File: config.mk
export PLATFORM = sky130hd
export DESIGN_NAME = cstg_gate
export DESIGN_NICKNAME = d
export VERILOG_FILES = /design/src/verilog/cstg_pkg.sv /design/src/verilog/cstg_crc32.sv /design/src/verilog/cstg_gate.sv
export SDC_FILE = /design/constraint.sdc
export NUM_CORES = 1
export LEC_CHECK = 0
export ABC_CLOCK_PERIOD_IN_PS = 4550
export BUFFER_PORTS_ARGS = -buffer_cell sky130_fd_sc_hd__buf_4
export CAP_MARGIN = 20
export CORE_MARGIN = 3
export CORE_UTILIZATION = 40
export DETAILED_ROUTE_END_ITERATION = 12
export PLACE_DENSITY = 0.66
export SKIP_CTS_REPAIR_TIMING = 1
export SKIP_LAST_GASP = 1
export SYNTH_ARGS = -nofsm -noshare
export SYNTH_HDL_FRONTEND = slang
export SYNTH_SLANG_ARGS = --single-unit
File: constraint.sdc
create_clock -name i_mclk -period 4.55 [get_ports i_mclk]
set_clock_uncertainty 0.15 [all_clocks]
set_input_delay 0.91 -clock i_mclk [delete_from_list [all_inputs] [get_ports i_mclk]]
set_output_delay 0.91 -clock i_mclk [all_outputs]
set_load 0.03 [all_outputs]
File: src/verilog/cstg_pkg.sv
package cstg_pkg;
    // ************************************************************
    // supervisor states, one-hot
    // ************************************************************
    typedef enum logic [5:0] {
        ST_IDLE  = 6'h01, // waiting to launch the power-up sequence
        ST_TEST  = 6'h02, // power-up tests running
        ST_RUN   = 6'h04, // operational
        ST_ISO   = 6'h08, // keygen or manual key entry in progress
        ST_ERR   = 6'h10, // latched error state
        ST_ZDONE = 6'h20  // zeroized, waiting for a power cycle
    } cstg_state_type;

    // ************************************************************
    // power-up test index
    // ************************************************************
    localparam int NUM_TESTS = 5;
    localparam logic [2:0] T_FW_CRC = 3'h0; // firmware code check
    localparam logic [2:0] T_KAT_C1 = 3'h1; // engine ecb-256 answer test, counter path 1
    localparam logic [2:0] T_KAT_C2 = 3'h2; // engine ecb-256 answer test, counter path 2
    localparam logic [2:0] T_FPGA = 3'h3; // logic configuration load check
    localparam logic [2:0] T_FLAG = 3'h4; // bypass flag crc check
    localparam int CRC_W = 32; // width of every error detection code
    localparam int KEY_BITS = 256; // engine key size under test
    localparam int RND_W = 32; // width of one random source sample

    // ************************************************************
    // status codes, carry no secret material
    // ************************************************************
    localparam logic [3:0] STAT_OK = 4'h0;
    localparam logic [3:0] STAT_BUSY = 4'h1;
    localparam logic [3:0] STAT_FW = 4'h2;
    localparam logic [3:0] STAT_KAT = 4'h3;
    localparam logic [3:0] STAT_FPGA = 4'h4;
    localparam logic [3:0] STAT_FLAG = 4'h5;
    localparam logic [3:0] STAT_RND = 4'h6;
    localparam logic [3:0] STAT_MKEY = 4'h7;
    localparam logic [3:0] STAT_ZERO = 4'h8;
endpackage : cstg_pkg

File: src/verilog/cstg_crc32.sv
`timescale 1ns/1ps
// ************************************************************
// serial-word crc-32 accumulator, reflected polynomial
// ************************************************************
module cstg_crc32 (
    input wire logic i_mclk,
    input wire logic i_srst,
    input wire logic i_clear, // restart the accumulator
    input wire logic i_valid, // one data word this cycle
    input wire logic [31:0] i_data,
    output logic [31:0] o_crc // final inverted code, registered
);
    logic [31:0] acc_q;
    logic [31:0] acc_d;
    localparam logic [31:0] POLY = 32'hEDB88320;
    localparam logic [31:0] INIT = 32'hFFFFFFFF;

    // word-at-a-time next value by bitwise folding
    always_comb begin
        acc_d = acc_q ^ i_data;
        for (int i = 0; i < 32; i++) begin
            acc_d = acc_d[0] ? ((acc_d >> 1) ^ POLY) : (acc_d >> 1);
        end
    end

    // ************************************************************
    // accumulator register
    // ************************************************************
    always_ff @(posedge i_mclk) begin
        if (i_srst || i_clear) begin
            acc_q <= INIT;
        end else if (i_valid) begin
            acc_q <= acc_d;
        end
    end

    assign o_crc = ~acc_q;
endmodule : cstg_crc32

File: src/verilog/cstg_gate.sv
`timescale 1ns/1ps
// Behaviour
// any test failure enters error, fault lamp on
// all power-up tests pass, fault lamp off
// error state blocks outputs, crypto, shows status; o_data_valid can stay high one cycle into error
// status carries only fixed codes, no secrets
// outputs inhibited during tests and in error; a word taken as the fault hits still shows valid in the first error cycle
// power-up tests start without operator input
// bypass needs two independent internal actions
// bypass selected lights bypass lamp
// bypass flag crc checked before use
// firmware crc compared with stored value
// output isolated during keygen, key entry, zeroize
// control machine always in exactly one state
// zeroize erases parameters, needs power cycle
// engine answer tests cover both counter paths
// random source continuous test on each request
// configuration load verified at power-up
// manual key code mismatch is failure
// compatibility mode locked while peer authenticated
// sessions cleared after power cycle
// error latched until reset
module cstg_gate (
    input wire logic i_mclk,
    input wire logic i_srst, // reset or power cycle
    // firmware code stream for the integrity check
    input wire logic i_fw_valid,
    input wire logic [31:0] i_fw_word,
    input wire logic i_fw_last,
    input wire logic [31:0] i_fw_stored_crc,
    // engine answer tests, one result per counter path
    input wire logic i_kat_done,
    input wire logic i_kat_c1_pass,
    input wire logic i_kat_c2_pass,
    // configuration load from the programmable logic
    input wire logic i_fpga_loaded,
    // bypass flag read from flash
    input wire logic i_flag_valid,
    input wire logic [31:0] i_flag_word,
    input wire logic [31:0] i_flag_stored_crc,
    // random source requests
    input wire logic i_rnd_req,
    input wire logic [31:0] i_nondeterministic_random_source,
    // manual key entry check
    input wire logic i_mkey_valid,
    input wire logic [31:0] i_mkey_calc_code,
    input wire logic [31:0] i_mkey_error_detection_code,
    // isolation requests
    input wire logic i_keygen_busy,
    input wire logic i_keyentry_busy,
    input wire logic i_zeroize_req,
    // bypass arming, two independent actions
    input wire logic i_bypass_act_a,
    input wire logic i_bypass_act_b,
    // compatibility mode change
    input wire logic i_peer_auth,
    input wire logic i_compat_wr,
    input wire logic i_compat_val,
    // session handling
    input wire logic i_auth_grant,
    // data path from the engines
    input wire logic i_data_valid,
    input wire logic [31:0] i_data,
    output logic o_data_valid,
    output logic [31:0] o_data,
    output logic o_crypto_en,
    output logic o_fault_led,
    output logic o_bypass_led,
    output logic o_bypass_mode,
    output logic [3:0] o_status,
    output logic o_tests_busy,
    output logic o_zeroize,
    output logic o_zero_done,
    output logic o_compat_mode,
    output logic o_session_valid,
    output logic [31:0] o_rnd,
    output logic o_rnd_valid
);
    // ************************************************************
    // state and registers
    // ************************************************************
    cstg_pkg::cstg_state_type st_q, st_d; // supervisor state
    logic [cstg_pkg::NUM_TESTS-1:0] done_q; // tests finished
    logic [3:0] stat_q, stat_d; // latched status code
    logic [31:0] rnd_prev_q; // last random sample
    logic rnd_prim_q; // first sample taken
    logic flag_ok_q; // flag crc checked good
    logic flag_bypass_q; // bypass as stored in flash
    logic arm_a_q, arm_b_q; // bypass actions seen, sticky
    logic bypass_q, compat_q, sess_q, dv_q, rv_q;
    logic [31:0] data_q, rnd_q, fw_crc, flag_crc;
    logic fw_clr;
    logic fw_check_q; // last firmware word was absorbed

    // ************************************************************
    // failure decode
    // ************************************************************
    wire in_test = (st_q == cstg_pkg::ST_TEST);
    wire fw_fail = in_test && fw_check_q && (fw_crc != i_fw_stored_crc);
    wire kat_fail = in_test && i_kat_done && !(i_kat_c1_pass && i_kat_c2_pass);
    wire fpga_fail = in_test && !i_fpga_loaded && done_q[cstg_pkg::T_FW_CRC];
    // flag check fires one cycle after the flag word is absorbed
    logic flag_chk_q;
    wire flag_chk_q_hit = in_test && flag_chk_q;
    wire flag_fail = flag_chk_q_hit && (flag_crc != i_flag_stored_crc);
    wire rnd_fail = i_rnd_req && rnd_prim_q &&
        (i_nondeterministic_random_source == rnd_prev_q);
    wire mkey_fail = i_mkey_valid && (i_mkey_calc_code != i_mkey_error_detection_code);
    wire any_fail = fw_fail || kat_fail || fpga_fail || flag_fail || rnd_fail || mkey_fail;
    wire all_done = &done_q;
    wire iso_req = i_keygen_busy || i_keyentry_busy;

    // ************************************************************
    // crc engines
    // ************************************************************
    assign fw_clr = (st_q == cstg_pkg::ST_IDLE);
    cstg_crc32 u_fw_crc (
        .i_mclk(i_mclk),
        .i_srst(i_srst),
        .i_clear(fw_clr),
        .i_valid(in_test && i_fw_valid),
        .i_data(i_fw_word),
        .o_crc(fw_crc)
    );
    cstg_crc32 u_flag_crc (
        .i_mclk(i_mclk),
        .i_srst(i_srst),
        .i_clear(fw_clr),
        .i_valid(in_test && i_flag_valid),
        .i_data(i_flag_word),
        .o_crc(flag_crc)
    );

    // ************************************************************
    // next state; error has priority in test, run and isolation, and is never left
    // ************************************************************
    always_comb begin
        st_d = st_q;
        stat_d = stat_q;
        case (st_q)
            cstg_pkg::ST_IDLE: begin
                st_d = cstg_pkg::ST_TEST;
                stat_d = cstg_pkg::STAT_BUSY;
            end
            cstg_pkg::ST_TEST: begin
                if (any_fail) begin
                    st_d = cstg_pkg::ST_ERR;
                end else if (all_done) begin
                    st_d = cstg_pkg::ST_RUN;
                    stat_d = cstg_pkg::STAT_OK;
                end
            end
            cstg_pkg::ST_RUN: begin
                if (any_fail) begin
                    st_d = cstg_pkg::ST_ERR;
                end else if (i_zeroize_req) begin
                    st_d = cstg_pkg::ST_ZDONE;
                    stat_d = cstg_pkg::STAT_ZERO;
                end else if (iso_req) begin
                    st_d = cstg_pkg::ST_ISO;
                end
            end
            cstg_pkg::ST_ISO: begin
                if (any_fail) begin
                    st_d = cstg_pkg::ST_ERR;
                end else if (i_zeroize_req) begin
                    st_d = cstg_pkg::ST_ZDONE;
                    stat_d = cstg_pkg::STAT_ZERO;
                end else if (!iso_req) begin
                    st_d = cstg_pkg::ST_RUN;
                end
            end
            cstg_pkg::ST_ZDONE, cstg_pkg::ST_ERR: begin
                st_d = st_q; // R20, only a power cycle leaves
            end
            default: begin
                st_d = cstg_pkg::ST_ERR; // illegal code is treated as a fault
            end
        endcase
        // fixed codes only, never data or key bits
        if (st_q != cstg_pkg::ST_ERR && st_d == cstg_pkg::ST_ERR) begin
            stat_d = fw_fail ? cstg_pkg::STAT_FW :
                     kat_fail ? cstg_pkg::STAT_KAT :
                     fpga_fail ? cstg_pkg::STAT_FPGA :
                     flag_fail ? cstg_pkg::STAT_FLAG :
                     rnd_fail ? cstg_pkg::STAT_RND : cstg_pkg::STAT_MKEY;
        end
    end

    // ************************************************************
    // supervisor registers
    // ************************************************************
    always_ff @(posedge i_mclk) begin
        if (i_srst) begin
            st_q <= cstg_pkg::ST_IDLE;
            stat_q <= cstg_pkg::STAT_BUSY;
        end else begin
            st_q <= st_d;
            stat_q <= stat_d;
        end
    end

    // test completion tracking
    always_ff @(posedge i_mclk) begin
        if (i_srst) begin
            done_q <= '0;
            fw_check_q <= 1'b0;
            flag_chk_q <= 1'b0;
        end else begin
            fw_check_q <= in_test && i_fw_valid && i_fw_last;
            flag_chk_q <= in_test && i_flag_valid;
            done_q[cstg_pkg::T_FW_CRC] <= done_q[cstg_pkg::T_FW_CRC] | fw_check_q;
            if (in_test && i_kat_done) begin
                done_q[cstg_pkg::T_KAT_C1] <= 1'b1;
                done_q[cstg_pkg::T_KAT_C2] <= 1'b1;
            end
            if (in_test && i_fpga_loaded) begin
                done_q[cstg_pkg::T_FPGA] <= 1'b1;
            end
            done_q[cstg_pkg::T_FLAG] <= done_q[cstg_pkg::T_FLAG] | flag_chk_q_hit;
        end
    end

    // ************************************************************
    // bypass flag, arming and lamp
    // ************************************************************
    always_ff @(posedge i_mclk) begin
        if (i_srst) begin
            flag_ok_q <= 1'b0;
            flag_bypass_q <= 1'b0;
            arm_a_q <= 1'b0;
            arm_b_q <= 1'b0;
            bypass_q <= 1'b0;
        end else begin
            if (flag_chk_q_hit && !flag_fail) begin
                flag_ok_q <= 1'b1;
            end
            if (in_test && i_flag_valid) begin
                flag_bypass_q <= i_flag_word[0];
            end
            arm_a_q <= arm_a_q | i_bypass_act_a;
            arm_b_q <= arm_b_q | i_bypass_act_b;
            // both actions and a good flag are needed
            bypass_q <= arm_a_q && arm_b_q && flag_ok_q && flag_bypass_q
                && (st_q == cstg_pkg::ST_RUN);
        end
    end

    // ************************************************************
    // random source continuous test
    // ************************************************************
    always_ff @(posedge i_mclk) begin
        if (i_srst) begin
            rnd_prim_q <= 1'b0;
            rnd_prev_q <= 32'h00000000;
            rnd_q <= 32'h00000000;
            rv_q <= 1'b0;
        end else begin
            rv_q <= i_rnd_req && !rnd_fail && rnd_prim_q && (st_q == cstg_pkg::ST_RUN);
            if (i_rnd_req) begin
                rnd_prim_q <= 1'b1;
                rnd_prev_q <= i_nondeterministic_random_source;
                rnd_q <= i_nondeterministic_random_source;
            end
        end
    end

    // ************************************************************
    // compatibility mode and sessions
    // ************************************************************
    always_ff @(posedge i_mclk) begin
        if (i_srst) begin
            compat_q <= 1'b0;
            sess_q <= 1'b0;
        end else begin
            if (i_compat_wr && !i_peer_auth) begin
                compat_q <= i_compat_val;
            end
            if (i_auth_grant && st_q == cstg_pkg::ST_RUN) begin
                sess_q <= 1'b1;
            end else if (st_q == cstg_pkg::ST_ERR || st_q == cstg_pkg::ST_ZDONE) begin
                sess_q <= 1'b0;
            end
        end
    end

    // ************************************************************
    // gated data path
    // ************************************************************
    wire out_ok = (st_q == cstg_pkg::ST_RUN) && !iso_req && !i_zeroize_req;
    always_ff @(posedge i_mclk) begin
        if (i_srst) begin
            dv_q <= 1'b0;
            data_q <= 32'h00000000;
        end else begin
            dv_q <= out_ok && i_data_valid;
            data_q <= (out_ok && i_data_valid) ? i_data : 32'h00000000;
        end
    end

    assign o_data_valid = dv_q;
    assign o_data = data_q;
    assign o_crypto_en = (st_q == cstg_pkg::ST_RUN) || (st_q == cstg_pkg::ST_ISO);
    assign o_fault_led = (st_q == cstg_pkg::ST_ERR);
    assign o_bypass_led = bypass_q;
    assign o_bypass_mode = bypass_q;
    assign o_status = stat_q;
    assign o_tests_busy = (st_q == cstg_pkg::ST_IDLE) || in_test;
    assign o_zeroize = (st_q == cstg_pkg::ST_ZDONE);
    assign o_zero_done = 1'b0; // completes only through a power cycle
    assign o_compat_mode = compat_q;
    assign o_session_valid = sess_q;
    assign o_rnd = rnd_q;
    assign o_rnd_valid = rv_q;

    // ************************************************************
    // checks
    // ************************************************************
    property p_err_led;
        @(posedge i_mclk) disable iff (i_srst)
        (st_q != cstg_pkg::ST_ERR) && any_fail && (st_q != cstg_pkg::ST_IDLE)
            && (st_q != cstg_pkg::ST_ZDONE) |=> o_fault_led;
    endproperty
    a_err_led: assert property (p_err_led) else $error("fail did not light fault");
    property p_pass_off;
        @(posedge i_mclk) disable iff (i_srst)
        in_test && all_done && !any_fail |=> !o_fault_led && st_q == cstg_pkg::ST_RUN;
    endproperty
    a_pass_off: assert property (p_pass_off) else $error("pass left fault on");
    property p_err_block;
        @(posedge i_mclk) disable iff (i_srst) o_fault_led |=> !o_data_valid && !o_crypto_en;
    endproperty
    a_err_block: assert property (p_err_block) else $error("error did not block");
    property p_test_inh;
        @(posedge i_mclk) disable iff (i_srst) o_tests_busy |=> !o_data_valid;
    endproperty
    a_test_inh: assert property (p_test_inh) else $error("output during tests");
    property p_auto;
        @(posedge i_mclk) $fell(i_srst) |-> ##1 in_test;
    endproperty
    a_auto: assert property (p_auto) else $error("tests not started");
    property p_bypass;
        @(posedge i_mclk) disable iff (i_srst) o_bypass_led |-> $past(arm_a_q) && $past(arm_b_q);
    endproperty
    a_bypass: assert property (p_bypass) else $error("bypass on one action");
    property p_iso;
        @(posedge i_mclk) disable iff (i_srst) iso_req |=> !o_data_valid;
    endproperty
    a_iso: assert property (p_iso) else $error("output not isolated");
    property p_onehot;
        @(posedge i_mclk) disable iff (i_srst) $onehot(st_q);
    endproperty
    a_onehot: assert property (p_onehot) else $error("state not one-hot");
    property p_latch;
        @(posedge i_mclk) disable iff (i_srst) o_fault_led |=> o_fault_led [*2];
    endproperty
    a_latch: assert property (p_latch) else $error("error cleared");
    property p_compat;
        @(posedge i_mclk) disable iff (i_srst) i_peer_auth |=> $stable(o_compat_mode);
    endproperty
    a_compat: assert property (p_compat) else $error("mode changed under peer");
    c_run: cover property (@(posedge i_mclk) in_test ##[1:50] st_q == cstg_pkg::ST_RUN);
    c_err: cover property (@(posedge i_mclk) in_test ##[1:50] o_fault_led);
    c_byp: cover property (@(posedge i_mclk) !o_bypass_led ##1 o_bypass_led);
    c_zero: cover property (@(posedge i_mclk) ##1 o_zeroize);
endmodule : cstg_gate

# Word level (Yosys, flattened, before mapping)
# Cells that the tools add are included.
# classes
shifts,0
eq_ne,16
n_div,0
mul,0
bitwise,73
n_addsub,0
mux,86
n_reduce_logical,54
order_cmp,0
# op_table
op,n
two-way mux 32 bit,64
inverter 13 -> 14 bit,64
!= test 32 bit,3
inverter 32 bit,2
XOR 32 bit,2
two-way mux 6 bit,8
equality test 32 bit,1
logical AND 1 bit,30
case mux 6 bit (5 select lines),1
two-way mux 4 bit,5
equality test 6 x 5 -> 1 bit (second input constant),2
case mux 4 bit (3 select lines),1
logical OR 1 bit,10
AND reduction 5 bit,2
zero test 1 bit,7
equality test 6 x 1 -> 1 bit (second input constant),1
equality test 6 x 2 -> 1 bit (second input constant),1
equality test 6 x 3 -> 1 bit (second input constant),1
equality test 6 x 4 -> 1 bit (second input constant),1
equality test 6 bit (second input constant),1
two-way mux 3 bit,2
!= test 3 x 1 -> 1 bit (second input constant),2
!= test 3 x 2 -> 1 bit (second input constant),2
!= test 6 x 5 -> 1 bit (second input constant),1
7 further kinds,15
# totals
regBits,154
input_bits,277
ram_bits,0
latch_bits,0
n_memories,0
word_cells,250
output_inout_bits,79
mem_bits_ro,0

# Longest topological paths before layout
# Gate-level depths: netlist of the first run.
# logic_depth
depth_word,65
depth_mapped,9
ltp_nobuf,9

# Hierarchy
# From an unflattened synthesis of the first run, not the netlist that was laid out.
# hier_totals
hier_cells,1300
hier_area_um2,13275.2
# modules_own_cells
mod,area_each_um2,cells_per_inst,seq_area_each_um2,instances
cstg_crc32,4352.9,406,640.6,2
cstg_gate,4569.4,488,1801.7,1

# Worst setup path before layout of the first run
# OpenSTA, ideal clock, no wires.
# synth_path
path_type,input to register
from,input i_fw_word[1]
to,register u_fw_crc.acc_q[1]
setup_ps,131
required_time_ps,4269
cell_stages,9
slack_ps,234
path_buffers,0
arrival_time_ps,4036
path_cell_list,xnor2_1 -> xnor3_1 -> xor2_2 -> xnor3_2 -> xor3_2 -> xor3_1 -> xnor3_1 -> nor2_1 -> o21ai_1
# synth_between
elab_chain_cells,46
elab_cells_between_ends,51
classes_between,32 x mux; 19 x bitwise
# synth_lines
element,line_no,text
start: declaration,cstg_gate.sv:28,"input wire logic [31:0] i_fw_word,"
XOR 32 bit *,cstg_crc32.sv:20,acc_d = acc_q ^ i_data;
two-way mux 32 bit * (2 in a row),cstg_crc32.sv:22,acc_d = acc_d[0] ? ((acc_d >> 1) ^ POLY) : (acc_d >> 1);
inverter 13 -> 14 bit (no source line),-,
two-way mux 32 bit *,cstg_crc32.sv:22,
inverter 13 -> 14 bit (no source line),-,
two-way mux 32 bit * (2 in a row),cstg_crc32.sv:22,
inverter 13 -> 14 bit (no source line),-,
two-way mux 32 bit *,cstg_crc32.sv:22,
[... 17 more ...],-,
inverter 13 -> 14 bit (no source line),-,
two-way mux 32 bit * (6 in a row),cstg_crc32.sv:22,
inverter 13 -> 14 bit (no source line),-,
two-way mux 32 bit *,cstg_crc32.sv:22,
inverter 13 -> 14 bit (no source line),-,
two-way mux 32 bit * (3 in a row),cstg_crc32.sv:22,
inverter 13 -> 14 bit (no source line),-,
two-way mux 32 bit * (5 in a row),cstg_crc32.sv:22,
end signal: assignment,cstg_crc32.sv:31,acc_q <= INIT;
end signal: assignment,cstg_crc32.sv:33,acc_q <= acc_d;
end: declaration,cstg_crc32.sv:13,logic [31:0] acc_q;
# Every way passes the cells marked *; elsewhere a longest branch is shown, timed or not.
# A chain may end at the register's enable or synchronous reset.

# Worst setup path in the final report of the first run
# layout_path
from,input i_flag_word[6]
to,register u_flag_crc.acc_q[14]
# layout_between
elab_chain_cells,44
elab_cells_between_ends,53
classes_between,32 x mux; 21 x bitwise
# layout_lines
element,line_no,text
start: declaration,cstg_gate.sv:39,"input wire logic [31:0] i_flag_word,"
XOR 32 bit *,cstg_crc32.sv:20,
inverter 13 -> 14 bit (no source line),-,
two-way mux 32 bit * (9 in a row),cstg_crc32.sv:22,
inverter 13 -> 14 bit (no source line) / two-way mux 32 bit (equally long branches),-,
two-way mux 32 bit * (7 in a row),cstg_crc32.sv:22,
inverter 13 -> 14 bit (no source line) / two-way mux 32 bit (equally long branches),-,
two-way mux 32 bit * (2 in a row),cstg_crc32.sv:22,
inverter 13 -> 14 bit (no source line),-,
[... 9 more ...],-,
inverter 13 -> 14 bit (no source line),-,
two-way mux 32 bit *,cstg_crc32.sv:22,
inverter 13 -> 14 bit (no source line),-,
two-way mux 32 bit *,cstg_crc32.sv:22,
inverter 13 -> 14 bit (no source line),-,
two-way mux 32 bit * (4 in a row),cstg_crc32.sv:22,
inverter 13 -> 14 bit (no source line),-,
two-way mux 32 bit * (2 in a row),cstg_crc32.sv:22,
end signal: assignment,cstg_crc32.sv:31,
end signal: assignment,cstg_crc32.sv:33,
end: declaration,cstg_crc32.sv:13,
# Marks and branches as above.

==> impl_metrics.py, run 1 <==
metrics = {
    "grt": {
        "grt_pass1_wl_um": 63200,
        "antenna_found_initial": 0,
        "grt_pass1_vias": 10800,
        "groute.usage.overall_pct": 24.5,
        "grt_overflow": 0,
        "grt_max_degree": 54,
    },
    "placed_design": {
        "dp_hpwl_um": 35900,
        "gp_congestion": 0.976,
        "io_buffers": 354,
    },
    "worst_setup_path": {
        "crit_path_start_kind": "input port",
        "arrival_ns": 4.16,
        "cp-end-kind": "register",
        "worst-path-max-fanout": 6,
        "worstPathRequired_ns": 4.72,
        "crit_type": "input port to register",
    },
    "drt": {
        "dr.first_iter.drc_count": 514,
        "drt-vias-per-instance": 4.95,
        "ant_nets": 0,
        "drc_errors": 0,
        "vias": 10200,
        "wl_per_cell_um": 20.7,
        "routed_wl_um": 42700,
        "drtPass1Iterations": 4,
    },
    "die": {
        "dieHeight_um": 185,
        "die_w_um": 185,
        "row_count": 64,
        "ios": 356,
        "core_mm2": 0.0311,
        "start_util_pct": 41.2,
        "die_area_mm2": 0.0342,
    },
    "logic_synthesis": {
        "netlist_instances": 1223,
        "synth_warnings": 0,
        "syn-cell-area_mm2": 0.0128,
        "yosysSeqAreaShare_pct": 24.1,
        "synthesis.nets": 1500,
        "ys_ff_latch": 154,
        "postSynthAreaPerCell_um2": 10.5,
        "synth_cell_types": 51,
    },
    "sta": {
        "setup_viol": 0,
        "min_period_ns": 3.99,
        "hold_viol": 0,
        "fmax_ghz": 0.251,
        "grt_setup_unrepaired": "no",
        "fin_setup_tns_ns": 0,
        "relSlewSlack_pct": 38.3,
        "worstMarginPinSlew_ns": 0.923,
        "hold_slack_ns": 0.310,
        "drv_slew": 0,
        "fin_crit_sh_pct": 87.7,
    },
    "finish": {
        "final_cell_mix": "buf_4 (443), xnor2_1 (368), dfxtp_1 (154)",
        "drive_gt1_share_pct": 32.2,
        "seqCellArea_mm2": 0.00308,
        "fin_nets": 1929,
        "final_common_cell": "buf_4",
        "fillers": 2810,
        "multi_input_area_mm2": 0.00959,
        "n_antenna_cell": 0,
        "syn_to_final_growth_pct": 34.1,
    },
    "clocking": {
        "htreeDepth": 4,
        "cts_tree": "done",
        "clockBufferDepth": 2,
        "cts.sinks": 154,
        "cts-buffers-inserted": 17,
        "clk_pin_slew_ns": 0.07,
        "root_buffer": "clkbuf_16",
        "worstSkewPairLatency_ns": 0.44,
    },
    "worst_hold_path": {
        "hold_path.class": "register to register",
    },
    "flow_run": {
        "max_cap_viol_count": 0,
    },
    "outcome": {
        "status": "complete, no violations",
    },
}
==> routing by layer <==
metal / global-route usage [%] / part of all wire (%) / vias to the layer above
li1: - / - / 4930
met1: 29.8 / 40 / 4894
met2: 44.7 / 52 / 332
met3: 3.95 / 5.0 / 48
met4: 7.08 / 2.3 / 0
met5: 0 / 0 / -
==> layout make-up <==
type                            count  area share [%]
Clock inverter                     14            1.31
Clock buffer                       18            2.56
Multi-Input combinational cell   1032            55.8
Timing Repair Buffer              443            19.4
Inverter                            4          0.0874
Tap cell                          396            2.89
Sequential cell                   154            18.0
==> path summary, 6_finish.rpt <==
check | startpoint | end | slack, ns | depth (start not counted)
setup / recovery | i_flag_word[6] | u_flag_crc.acc_q[14]$_SDFFE_PP1P_ | 0.56 | 10
hold / removal | o_session_valid$_SDFFE_PP0P_ | o_session_valid$_SDFFE_PP0P_ | 0.31 | 2
setup reg to reg | u_flag_crc.acc_q[0]$_SDFFE_PP1P_ | u_flag_crc.acc_q[14]$_SDFFE_PP1P_ | 0.61 | 10
hold reg to reg | o_session_valid$_SDFFE_PP0P_ | o_session_valid$_SDFFE_PP0P_ | 0.31 | 2
==> sequential cells by signal, indices dropped and copies added (netlist names), 4 cells and up <==
register	flops
o_rnd	32
u_flag_crc.acc_q	32
u_fw_crc.acc_q	32
o_data	32
done_q	4
o_status	4
st_q	6
==> worst max-delay path, stage by stage <==
cell	delay [ns]
buf_4	0.12
xor2_2	0.39
xnor3_1	0.55
xnor2_1	0.34
xnor2_1	0.25
xnor3_1	0.55
xor2_1	0.50
xnor2_1	0.20
xnor2_1	0.25
a21oi_1	0.10
==> cells in the mapped netlist, drive strengths merged <==
library cell | instances | area [µm²]
clkbuf | 26 | 97.6
and2 | 35 | 219
mux2i | 35 | 350
nand3 | 6 | 30.0
xor3 | 10 | 245
nor3 | 13 | 65.1
a21oi | 24 | 120
nand4 | 27 | 169
dfxtp | 154 | 3080
and3b | 3 | 26.3
nor4 | 22 | 138
nand3b | 1 | 7.51
nand2 | 47 | 176
xnor2 | 392 | 3710
o22a | 5 | 43.8
or3 | 2 | 12.5
o311ai | 1 | 8.76
o211ai | 28 | 210
o21ai | 13 | 65.1
and3 | 4 | 25.0
a211oi | 2 | 15.0
a31oi | 3 | 18.8
a311oi | 1 | 8.76
o211a | 3 | 30.0
o221a | 1 | 11.3
o22ai | 2 | 12.5
a21o | 2 | 15.0
nor4bb | 1 | 10.0
nand2b | 4 | 25.0
a21boi | 1 | 7.51
nor2b | 2 | 12.5
nor2 | 95 | 357
o21a | 4 | 30.0
buf | 7 | 35.0
and4b | 1 | 10.0
nor3b | 5 | 37.5
xnor3 | 86 | 1960
xor2 | 149 | 1380
inv | 4 | 15.0
conb | 1 | 3.75
or2 | 1 | 6.26
==> kinds of logic (layout without fill, tap and decap cells) <==
family                    count (synthesis)  in the layout  synth area share [%]
AOI/OAI and AO/OA                        90             90                  4.66
xor gates and xnor gates                637            637                  57.0
buffers and inverters                    37            479                  1.15
DFF                                     154            154                  24.1
muxes                                    35             35                  2.74
other                                     1              1                0.0293
and+or+nand+nor                         269            269                  10.4
==> metrics by stage <==
| step | cell area [µm²] | setup WS, ns | utilization, % | std cells |
|---|---|---|---|---|
| floorplan | 12800 | 0.234 | - | 1223 |
| global placement | 16500 | 0.192 | 53.1 | 2029 |
| detailed placement | 16500 | 0.139 | 53.1 | 2029 |
| CTS | 17200 | 0.587 | 55.3 | 2061 |
| global route | 17200 | 0.389 | 55.3 | 2061 |
| finish | 17200 | 0.560 | 55.3 | 2061 |
Power of run 1 is not shown: default switching activity piles up to over one toggle a cycle in this logic, so the estimate is an artifact.
==> inputs of run 2 (changes only) <==
--- a/config.mk
+++ b/config.mk
@@ -5,13 +5,13 @@
 export SDC_FILE = /design/constraint.sdc
 export NUM_CORES = 1
 export LEC_CHECK = 0
+export ABC_AREA = 1
 export ABC_CLOCK_PERIOD_IN_PS = 4550
 export BUFFER_PORTS_ARGS = -buffer_cell sky130_fd_sc_hd__buf_4
 export CAP_MARGIN = 20
 export CORE_MARGIN = 3
 export CORE_UTILIZATION = 40
 export DETAILED_ROUTE_END_ITERATION = 12
-export PLACE_DENSITY = 0.66
 export SKIP_CTS_REPAIR_TIMING = 1
 export SKIP_LAST_GASP = 1
 export SYNTH_ARGS = -nofsm -noshare
==> impl_metrics.py, run 2 <==
metrics = {
    "finish": {
        "fin_nets": 3565,
        "postLayoutCellArea_mm2": 0.0212,
        "final_common_cell": "nand2_1",
        "drive_gt1_share_pct": 22.1,
        "syn_to_final_growth_pct": 22.2,
        "final_cell_mix": "nand2_1 (1167), buf_4 (368), nand3_1 (311)",
        "n_antenna_cell": 0,
        "fillers": 4470,
    },
    "power_and_ir_drop": {
        "ir_drop_mv": 0.288,
        "clkPwrFrac_pct": 15.5,
        "p_per_area_mw_per_mm2": 458,
        "swShare_pct": 55.2,
        "p_switching_mw": 5.36,
        "combPwrFrac_pct": 69.7,
        "sequentialPowerShare_pct": 14.9,
        "leakage_nw": 11.4,
        "p_int_mw": 4.34,
        "finalPower_mw": 9.70,
    },
    "grt": {
        "grt_use_met3_pct": 4.86,
        "grt_overflow": 0,
        "grt_pass1_wl_um": 109000,
        "grtUsageMet1_pct": 37.4,
        "groute.usage.overall_pct": 30.5,
        "grt_pass1_vias": 18600,
        "antenna_found_initial": 0,
        "grt.busiest_layer": "met2",
        "grt.met2_usage_pct": 52.6,
        "grt_max_degree": 44,
    },
    "sta": {
        "fmax_ghz": 0.262,
        "min_period_ns": 3.81,
        "hold_viol": 0,
        "fin_crit_sh_pct": 83.8,
        "hold_slack_ns": 0.301,
        "drv_slew": 0,
        "worstMarginPinSlew_ns": 1.07,
        "relSlewSlack_pct": 28.4,
        "grt_setup_unrepaired": "no",
        "fin_setup_tns_ns": 0,
        "setup_viol": 0,
    },
    "clocking": {
        "cts.sinks": 154,
        "root_buffer": "clkbuf_16",
        "worstSkewPairLatency_ns": 0.47,
        "clk_pin_slew_ns": 0.07,
        "cts_tree": "done",
        "cts-buffers-inserted": 17,
        "clockBufferDepth": 2,
        "htreeDepth": 4,
    },
    "drt": {
        "vias": 19900,
        "drtPass1Iterations": 6,
        "ant_nets": 0,
        "wl_per_cell_um": 18.7,
        "routed_wl_um": 72500,
        "drt-vias-per-instance": 5.13,
        "dr.first_iter.drc_count": 1344,
        "drc_errors": 0,
    },
    "placed_design": {
        "dpl-instance-area_mm2": 0.0206,
        "gp_congestion": 0.988,
        "dp_hpwl_um": 60300,
        "io_buffers": 354,
    },
    "logic_synthesis": {
        "synth.area.top_cells": "nand2_1 (25%), dfxtp_1 (18%), xor2_1 (9.1%)",
        "synth_common_cells": "nand2_1 (1168), nand3_1 (311), inv_1 (240)",
        "synthesis.nets": 3221,
        "yosysSeqAreaShare_pct": 17.8,
        "netlist.area_leader.share_pct": 25.3,
        "synth.most_common_cell": "nand2_1",
        "synth_warnings": 0,
        "synth_cell_types": 46,
        "synth_edf_count": 0,
        "ys_ff_latch": 154,
        "syn-cell-area_mm2": 0.0173,
        "ys.flop_type": "dfxtp_1",
        "postSynthAreaPerCell_um2": 5.89,
        "netlist_instances": 2944,
        "synth_largest_area_cell": "nand2_1",
        "synthArstFlopShare_pct": 0,
    },
    "worst_setup_path": {
        "path_cells": "buf_4 -> inv_1 -> nand2_1 -> nand2_1 -> nand2_1 -> nand2_2 -> nand2_1 -> nand2_1 -> inv_1 -> nand2_1 -> nand2_1 -> nand2_1 -> nand3_1 -> nand2_4 -> nand2_1 -> nand2_1 -> nand2_1 -> nand2_1 -> xor2_1 -> a21oi_1 -> o21ai_0 -> o211ai_1",
        "crit_path_start_kind": "input port",
        "worst-path-max-fanout": 11,
        "crit_path_top_delay_cell": "nand2_1",
        "cpMostUsedCell": "nand2_1",
        "critPathBufInv": 3,
        "worstPathRequired_ns": 4.70,
        "arrival_ns": 3.97,
        "cp-end-kind": "register",
        "r2r_start": "u_fw_crc.acc_q[0]$_SDFFE_PP1P_",
        "path_delay_family": "simple AND/OR/NAND/NOR gates",
        "crit_type": "input port to register",
        "cpPeakStageDelay_ns": 0.45,
        "setup.worst_path.start": "i_fw_word[0]",
    },
    "die": {
        "dieHeight_um": 214,
        "core_mm2": 0.0424,
        "ios": 356,
        "start_util_pct": 40.9,
        "die_w_um": 214,
        "row_count": 75,
        "die_area_mm2": 0.0459,
    },
    "flow_run": {
        "max_cap_viol_count": 0,
    },
    "worst_hold_path": {
        "hold_start": "flag_ok_q$_SDFFE_PP0P_",
        "hold_path.class": "register to register",
    },
    "outcome": {
        "status": "complete, no violations",
    },
}
## run 2: layer usage
layer	vias to the layer above	routed length (µm)
met1	9166	30000
li1	9893	-
met2	719	34400
met5	-	0
met4	0	3640
met3	132	4510
## run 2: worst paths after layout
check                                                       end  slack, ns  cells after the start
worst max register to register  u_fw_crc.acc_q[10]$_SDFFE_PP1P_       0.82                     20
worst min register to register           flag_ok_q$_SDFFE_PP0P_       0.30                      2
worst max-delay path            u_fw_crc.acc_q[10]$_SDFFE_PP1P_       0.74                     22
worst min-delay path                     flag_ok_q$_SDFFE_PP0P_       0.30                      2
## run 2: logic make-up (layout without fill, tap and decap cells)
group / after synthesis / count (layout) / share of synthesized area, %
other: 1 / 1 / 0.0216
xor gates and xnor gates: 306 / 306 / 16.4
AOI/OAI and AO/OA: 176 / 176 / 5.20
buffers and inverters: 329 / 686 / 7.72
DFF: 154 / 154 / 17.8
and+or+nand+nor: 1978 / 1978 / 52.8
## run 2: area by class of cell
type,count,area (µm²),area share [%]
tap,577,722,3.41
sequential,154,3080,14.6
multi-input combinational,2461,12900,61.0
inverter,286,1100,5.21
clock inverter,15,166,0.785
timing repair buffer,368,2760,13.0
clock buffer,17,425,2.01
## run 2: through the flow
step | std cells | utilization, % | setup WS, ns
global placement | 3846 | 48.6 | 0.302
detailed placement | 3846 | 48.6 | 0.282
CTS | 3878 | 49.9 | 0.778
floorplan | 2944 | - | 1.40
finish | 3878 | 49.9 | 0.736
global route | 3878 | 49.9 | 0.430
## run 2: worst min-delay path, stage by stage, from the launching register on
cell     delay [ns]
dfxtp_1        0.31
inv_1          0.04
a21oi_1        0.05
## run 2: power groups by stage
stage | sequential (mW) | clock, mW | combinational [mW]
floorplan | 1.50 | 0 | 4.84
global placement | 1.47 | 0 | 6.59
detailed placement | 1.47 | 0 | 6.63
CTS | 1.44 | 1.54 | 6.66
global route | 1.44 | 1.59 | 7.45
finish | 1.44 | 1.50 | 6.76
No activity file was read; power rests on OpenSTA's default activity.
